===== config.mk =====
export PLATFORM = sky130hd
export DESIGN_NAME = pwk_top
export DESIGN_NICKNAME = d
export VERILOG_FILES = /design/src/pwk_pkg.sv /design/src/pwk_ser_if.sv /design/src/pwk_ser_pulse.sv /design/src/pwk_top.sv
export SDC_FILE = /design/constraint.sdc
export NUM_CORES = 1
export LEC_CHECK = 0
export BUFFER_PORTS_ARGS = -buffer_cell sky130_fd_sc_hd__buf_2
export CORE_ASPECT_RATIO = 1.2
export CORE_MARGIN = 2
export CORE_UTILIZATION = 46
export DETAILED_ROUTE_END_ITERATION = 10
export PLACE_DENSITY = 0.79
export RECOVER_POWER = 25
export SLEW_MARGIN = 0
export SYNTH_ARGS = -nofsm -noshare
export SYNTH_HDL_FRONTEND = slang
export SYNTH_SLANG_ARGS = --single-unit
export TNS_END_PERCENT = 5

===== constraint.sdc =====
create_clock -name ref_clk_i -period 1.4 [get_ports ref_clk_i]
set_input_delay 0.42 -clock ref_clk_i [delete_from_list [all_inputs] [get_ports ref_clk_i]]
set_output_delay 0.42 -clock ref_clk_i [all_outputs]
set_load 0.03 [all_outputs]

===== src/pwk_pkg.sv =====
// Package of constants for the peripheral interrupt and wake-up logic.
package pwk_pkg;
	// ==========================================================
	// Source map
	localparam int PWK_NSRC = 5;
	localparam int PWK_IDXW = 3;
	localparam logic [2:0] SRC_SERIAL = 3'h0;
	localparam logic [2:0] SRC_TWOWIRE = 3'h1;
	localparam logic [2:0] SRC_DATAMEM = 3'h2;
	localparam logic [2:0] SRC_EXTPIN = 3'h3;
	localparam logic [2:0] SRC_MFGROUP = 3'h4;
	// ==========================================================
	// Event widths
	localparam int SER_NCOND = 6;
	localparam int TW_NEV = 3;
	localparam int DM_NEV = 2;
	localparam int MF_N = 4;
	// ==========================================================
	// Reset values
	localparam logic GIE_RST = 1'b0;
	localparam logic [PWK_NSRC-1:0] FLAGS_RST = 5'h00;
	localparam logic [MF_N-1:0] MF_FLAGS_RST = 4'h0;
	localparam logic [1:0] RST_SYNC_RST = 2'h0;
	typedef logic [PWK_NSRC-1:0] pwk_src_vec_t;
endpackage


===== src/pwk_ser_if.sv =====
// Interface between the serial condition pulse generator and the controller.
`timescale 1ns/10ps
interface pwk_ser_if;
	logic [pwk_pkg::SER_NCOND-1:0] cond;
	logic req_b;
	modport gen (input cond, output req_b);
	modport ctl (output cond, input req_b);
endinterface


===== src/pwk_ser_pulse.sv =====
// Serial port request pulse generator: one low cycle for each cycle in which any condition newly rises.
`timescale 1ns/10ps
module pwk_ser_pulse (
	input wire logic clk_i,
	input wire logic rst_n_i,
	pwk_ser_if.gen ser
);
	import pwk_pkg::*;

	logic [SER_NCOND-1:0] cond_q;
	logic req_b_q;

	// ==========================================================
	// Pulse generation
	// A pulse rather than a level lets a second condition be seen while a first still holds.
	always_ff @(posedge clk_i or negedge rst_n_i) begin
		if (!rst_n_i) begin
			cond_q <= '0;
			req_b_q <= 1'b1;
		end else begin
			cond_q <= ser.cond;
			req_b_q <= ~|(ser.cond & ~cond_q);
		end
	end
	assign ser.req_b = req_b_q;
endmodule


===== src/pwk_top.sv =====
// Peripheral interrupt request, vectoring and wake-up controller.
// How it works
// - Serial request raised by any of six serial conditions.
// - Serial side signals the controller with a one-cycle low pulse.
// - Serial vectors only with global enable, serial enable, stack not full.
// - Serial service clears serial flag and global enable.
// - Serial status flags untouched by service; serial port clears them.
// - Two-wire flag set on byte done, address match or time-out.
// - Two-wire vectors when enabled, stack free; service clears flag, global enable.
// - Data-memory flag set when erase or write cycle completes.
// - Data-memory vectors when enabled, stack free; service clears flag, enable.
// - In low power, any source flag rising wakes the device, source enables ignored.
// - Pin and supply events still set flags and wake in low power.
// - Flags hold until serviced or cleared; source enables only block service, member enables also block group flag set.
// - Service clears group flag only; software clears member flags.
// - Only the program counter push is requested on entry.
// - Interrupt return sets global enable; plain return leaves it cleared.
`timescale 1ns/10ps
module pwk_top (
	input wire logic ref_clk_i,
	input wire logic rst_b_i,
	input wire logic [pwk_pkg::SER_NCOND-1:0] serial_status_flags_i,
	input wire logic [pwk_pkg::TW_NEV-1:0] twowire_event_i,
	input wire logic [pwk_pkg::DM_NEV-1:0] datamem_event_i,
	input wire logic ext_pin_i,
	input wire logic [pwk_pkg::MF_N-1:0] mf_event_i,
	input wire logic [pwk_pkg::MF_N-1:0] mf_enable_i,
	input wire logic [pwk_pkg::MF_N-1:0] mf_clr_i,
	input wire logic [pwk_pkg::PWK_NSRC-1:0] irq_enable_i,
	input wire logic [pwk_pkg::PWK_NSRC-1:0] flag_set_i,
	input wire logic [pwk_pkg::PWK_NSRC-1:0] flag_clr_i,
	input wire logic gie_set_i,
	input wire logic gie_clr_i,
	input wire logic core_ready_i,
	input wire logic stack_full_i,
	input wire logic return_restore_gie_i,
	input wire logic plain_return_i,
	input wire logic low_power_i,
	output logic vec_valid_o,
	output logic [pwk_pkg::PWK_IDXW-1:0] vec_idx_o,
	output logic push_pc_o,
	output logic global_irq_enable_o,
	output logic [pwk_pkg::PWK_NSRC-1:0] irq_flags_o,
	output logic [pwk_pkg::MF_N-1:0] mf_flags_o,
	output logic wake_o
);
	import pwk_pkg::*;

	// ==========================================================
	// Functions
	function automatic pwk_src_vec_t low_mask(input logic [PWK_IDXW-1:0] idx);
		low_mask = ~({PWK_NSRC{1'b1}} << idx);
	endfunction

	function automatic logic [PWK_IDXW-1:0] pick_first(input pwk_src_vec_t v);
		pick_first = '0;
		for (int i = PWK_NSRC - 1; i >= 0; i--) begin
			if (v[i]) begin
				pick_first = PWK_IDXW'(i);
			end
		end
	endfunction

	// ==========================================================
	// Reset and pin synchronisers
	logic [1:0] rst_sync_q;
	logic rst_n;
	logic [2:0] pin_sync_q;
	always_ff @(posedge ref_clk_i or negedge rst_b_i) begin
		if (!rst_b_i) begin
			rst_sync_q <= RST_SYNC_RST;
		end else begin
			rst_sync_q <= {rst_sync_q[0], 1'b1};
		end
	end
	assign rst_n = rst_sync_q[1];

	// The pin edge is taken from stages two and three, never from the first stage.
	always_ff @(posedge ref_clk_i or negedge rst_n) begin
		if (!rst_n) begin
			pin_sync_q <= 3'h0;
		end else begin
			pin_sync_q <= {pin_sync_q[1:0], ext_pin_i};
		end
	end

	// ==========================================================
	// Serial pulse generator
	pwk_ser_if ser_if ();
	assign ser_if.cond = serial_status_flags_i;
	pwk_ser_pulse u_ser (
		.clk_i(ref_clk_i),
		.rst_n_i(rst_n),
		.ser(ser_if.gen)
	);

	// ==========================================================
	// Flag set and clear terms
	pwk_src_vec_t flags_q;
	pwk_src_vec_t flags_d;
	pwk_src_vec_t set_c;
	pwk_src_vec_t clr_c;
	pwk_src_vec_t pend_c;
	pwk_src_vec_t svc_clr_c;
	logic [MF_N-1:0] mf_flags_q;
	logic gie_q;
	logic vec_valid_q;
	logic [PWK_IDXW-1:0] vec_idx_q;
	logic push_pc_q;
	logic wake_q;
	logic take_c;
	logic [PWK_IDXW-1:0] pick_c;

	always_comb begin
		set_c = flag_set_i;
		set_c[SRC_SERIAL] = flag_set_i[SRC_SERIAL] | ~ser_if.req_b;
		set_c[SRC_TWOWIRE] = flag_set_i[SRC_TWOWIRE] | (|twowire_event_i);
		set_c[SRC_DATAMEM] = flag_set_i[SRC_DATAMEM] | (|datamem_event_i);
		// Flags sample on the system clock, so that clock must keep running in low power.
		set_c[SRC_EXTPIN] = flag_set_i[SRC_EXTPIN] | (pin_sync_q[1] & ~pin_sync_q[2]);
		set_c[SRC_MFGROUP] = flag_set_i[SRC_MFGROUP] | (|(mf_event_i & mf_enable_i));
	end

	assign pend_c = flags_q & irq_enable_i;
	assign take_c = core_ready_i & gie_q & ~stack_full_i & (|pend_c);
	assign pick_c = pick_first(pend_c);
	assign svc_clr_c = take_c ? (~low_mask(pick_c) & low_mask(pick_c + 3'h1)) : '0;
	assign clr_c = flag_clr_i | svc_clr_c;
	// A set in the same cycle as a clear wins.
	assign flags_d = set_c | (flags_q & ~clr_c);

	// ==========================================================
	// Flag registers
	always_ff @(posedge ref_clk_i or negedge rst_n) begin
		if (!rst_n) begin
			flags_q <= FLAGS_RST;
		end else begin
			flags_q <= flags_d;
		end
	end

	// Member flags are left alone by service and fall only on their own clear.
	always_ff @(posedge ref_clk_i or negedge rst_n) begin
		if (!rst_n) begin
			mf_flags_q <= MF_FLAGS_RST;
		end else begin
			mf_flags_q <= mf_event_i | (mf_flags_q & ~mf_clr_i);
		end
	end

	// ==========================================================
	// Global enable
	always_ff @(posedge ref_clk_i or negedge rst_n) begin
		if (!rst_n) begin
			gie_q <= GIE_RST;
		end else if (return_restore_gie_i || gie_set_i) begin
			gie_q <= 1'b1;
		end else if (take_c || gie_clr_i) begin
			gie_q <= 1'b0;
		end
	end

	// ==========================================================
	// Vectoring
	always_ff @(posedge ref_clk_i or negedge rst_n) begin
		if (!rst_n) begin
			vec_valid_q <= 1'b0;
			vec_idx_q <= '0;
			push_pc_q <= 1'b0;
		end else begin
			vec_valid_q <= take_c;
			push_pc_q <= take_c;
			if (take_c) begin
				vec_idx_q <= pick_c;
			end
		end
	end

	// ==========================================================
	// Wake-up
	always_ff @(posedge ref_clk_i or negedge rst_n) begin
		if (!rst_n) begin
			wake_q <= 1'b0;
		end else begin
			wake_q <= low_power_i & (|(flags_d & ~flags_q));
		end
	end

	assign vec_valid_o = vec_valid_q;
	assign vec_idx_o = vec_idx_q;
	assign push_pc_o = push_pc_q;
	assign global_irq_enable_o = gie_q;
	assign irq_flags_o = flags_q;
	assign mf_flags_o = mf_flags_q;
	assign wake_o = wake_q;
endmodule


==> results.json <==
{
  "status": "complete, but fails checks",
  "violations": "negative setup slack",
  "overflow": 0,
  "setup_slack_ns": -0.585,
  "leakagePower_nw": 0.926,
  "maxSlewViolCount": 0,
  "die_w_um": 49.2,
  "max_freq_ghz": 0.504,
  "first_pass_iters": 4,
  "grt_max_degree": 18,
  "fin_crit_ns": 1.99,
  "clk_path_buf_depth": 2,
  "setup.worst_path.end_class": "flop",
  "cp.required_ns": 1.60,
  "antennaDiodeCount": 0,
  "drc": 0,
  "critical_path.startpoint_type": "flop",
  "grt_pass1_wl_um": 4410,
  "antenna_found_initial": 0,
  "power.share.clock_pct": 20.7,
  "worstPathArrival_ns": 2.18,
  "drive_gt1_share_pct": 50.3,
  "cts_tree": "yes",
  "switching_share_pct": 27.3,
  "cts_inserted_buffers": 3,
  "ys_types": 34,
  "via_count": 1083,
  "fin_crit_sh_pct": 142,
  "synth_area_leader_cell": "dfrtp_1",
  "slowest_delay_ns": 0.44,
  "power_density_nw_per_um2": 874,
  "cts.sinks": 27,
  "mostFrequentLayoutCell": "buf_2",
  "p_total_w": 0.00152,
  "drt_iter0_markers": 24,
  "core_sq_um": 2310,
  "worstSetupPathType": "reg -> reg",
  "fin_hold_ws_ns": 0.210,
  "use_met1_pct": 22.2,
  "cts_max_level": 1,
  "setup_viol": 13,
  "synth_edf_count": 0,
  "hp-class": "in -> reg",
  "routed_wl_um": 2890,
  "path_cells": "a222oi_1, buf_4, nand4_1, ha_4, nor2b_4, o311ai_2, nand2_1",
  "stdcell_count": 218,
  "yosysSeqAreaShare_pct": 60.0,
  "place_congestion": 0.868,
  "grt.busiest_layer": "met2",
  "seqPwrFrac_pct": 56.0,
  "synth_top_area_share_pct": 57.6,
  "yosys_warnings": 0,
  "syn_nets": 152,
  "synthArstFlopShare_pct": 100,
  "finalSetupTns_ns": -2.72,
  "fp-row-count": 19,
  "critPathMaxFanout": 3,
  "fill_cells": 181,
  "antenna_left": 0,
  "ctsRootBufferMaster": "clkbuf_4",
  "start_util_pct": 48.9,
  "clock_insertion_delay_worst_skew_ns": 0.31,
  "final_nets": 239,
  "switchingPower_w": 0.000416,
  "grt_usage_pct": 19.9,
  "wl_per_cell_um": 13.2,
  "io-pin-count": 64,
  "grt_pass1_vias": 1051,
  "combinationalPowerShare_pct": 23.3,
  "dp.cells": 209,
  "path_clk_slew_ns": 0.13,
  "hold_violations": 0,
  "max_cap_viol_count": 0,
  "via_per_inst": 4.97,
  "synth_area_leaders": "dfrtp_1 58%, inv_1 5.0%, nand2_1 3.7%",
  "pre_cts_ws_ns": -0.726,
  "yosys_most_used_dff": "dfrtp_1",
  "use_met2_pct": 39.4,
  "syn_area_sq_um": 1130,
  "dp_hpwl_um": 2240,
  "internal_power_w": 0.00111,
  "netlist_instances": 101,
  "synth-seq-cells": 27,
  "critPathSlowestCell": "dfrtp_2",
  "rsz0062_at_grt": "true",
  "die_h_um": 58.3,
  "use_met3_pct": 2.06,
  "portBuffers": 62,
  "vdd.ir_drop.worst_uv": 698,
  "mostFrequentLayoutCells": "56 x buf_2, 23 x dfrtp_1, 15 x inv_1",
  "avgSynthCellArea_sq_um": 11.2,
  "final.setup_skew_ns": 0.00331,
  "dieArea_sq_um": 2870,
  "area_delta_synth_final_pct": 54.2
}
-- synthesized netlist by cell type, types with 2 or more instances --
cell type,n
dfrtp_1,26
inv_1,15
nand2_1,11
o22ai_1,5
a21o_1,4
o21ai_0,4
a222oi_1,3
ha_1,3
a21oi_1,2
nand3b_1,2
nor2b_1,2
nor3_1,2
-- path summary, 6_finish.rpt --
| kind | from | to | slack (ns) | cells after the start |
|---|---|---|---|---|
| worst max-delay path | irq_flags_o[2]$_DFF_PN0_ | irq_flags_o[2]$_DFF_PN0_ | -0.59 | 7 |
| worst min-delay path | ext_pin_i | pin_sync_q[0]$_DFF_PN0_ | 0.21 | 1 |
| worst max register to register | irq_flags_o[2]$_DFF_PN0_ | irq_flags_o[2]$_DFF_PN0_ | -0.59 | 7 |
| worst min register to register | rst_sync_q[1]$_DFF_PN0_ | u_ser.cond_q[1]$_DFF_PN0_ | 0.22 | 1 |
| max in group asynchronous | rst_sync_q[1]$_DFF_PN0_ | irq_flags_o[2]$_DFF_PN0_ | 0.74 | 1 |
| min in group asynchronous | rst_sync_q[1]$_DFF_PN0_ | u_ser.cond_q[1]$_DFF_PN0_ | 0.22 | 1 |
-- registers in the layout (all words and copies together), names as in the netlist --
signal               flops
pin_sync_q               3
vec_idx_o                3
push_pc_o                1
u_ser.cond_q             6
irq_flags_o              5
mf_flags_o               4
global_irq_enable_o      1
rst_sync_q               2
u_ser.ser.req_b          1
wake_o                   1
-- routing by layer --
| layer | wire length [um] | vias up |
|---|---|---|
| li1 | - | 524 |
| met1 | 1120 | 521 |
| met2 | 1620 | 36 |
| met3 | 134 | 2 |
| met4 | 12 | 0 |
| met5 | 0 | - |
-- cell type report --
cell class              count  area [sq um]  share of cell area, %
flip-flops and latches     27           681                   39.1
inverters                  16          60.1                   3.45
well taps                  31          38.8                   2.23
multi-input cells          57           427                   24.5
clock buffers               4          26.3                   1.51
repair buffers             83           508                   29.2
-- stage by stage --
step           area (sq um)  utilization, %
6_report               1740            75.5
5_1_grt                1740            75.5
4_1_cts                1690            73.3
3_5_place_dp           1590            69.1
3_3_place_gp           1590            69.1
2_1_floorplan          1130               -
-- power groups by stage --
stage | Combinational (W) | Clock (W) | Sequential (W)
2_1_floorplan | 0.0000911 | 0 | 0.000934
3_3_place_gp | 0.000310 | 0 | 0.000864
3_5_place_dp | 0.000320 | 0 | 0.000867
4_1_cts | 0.000337 | 0.000328 | 0.000853
5_1_grt | 0.000384 | 0.000345 | 0.000857
6_report | 0.000355 | 0.000314 | 0.000852
-- critical path, delay by kind of cell (launching register included) --
| kind | cells | cell delay (ns) |
|---|---|---|
| AOI/OAI and AO/OA | 2 | 0.57 |
| adders and majority gates | 1 | 0.31 |
| DFF | 1 | 0.44 |
| and+or+nand+nor | 3 | 0.38 |
| buffers and inverters | 1 | 0.18 |
-- what timing repair did --
action                                 CTS  global route
gates resized for setup                 14             8
buffers inserted                         1             3
pin swaps                                5             5
setup endpoints to repair               13            13
endpoints found under the hold margin    2             0
hold buffers                             1             0
cloned                                   0             0
-- cells by family (layout without fill, tap and decap cells) --
family                     count (synthesis)  count (layout)  share of synthesized area (%)
adders and majority gates                  3               3                           3.33
other                                      1               1                          0.332
AOI/OAI and AO/OA                         28              28                           19.0
DFF                                       27              27                           60.0
buffers and inverters                     17             103                           5.99
and+or+nand+nor                           25              25                           11.4
(Power assumes the default switching activity.)
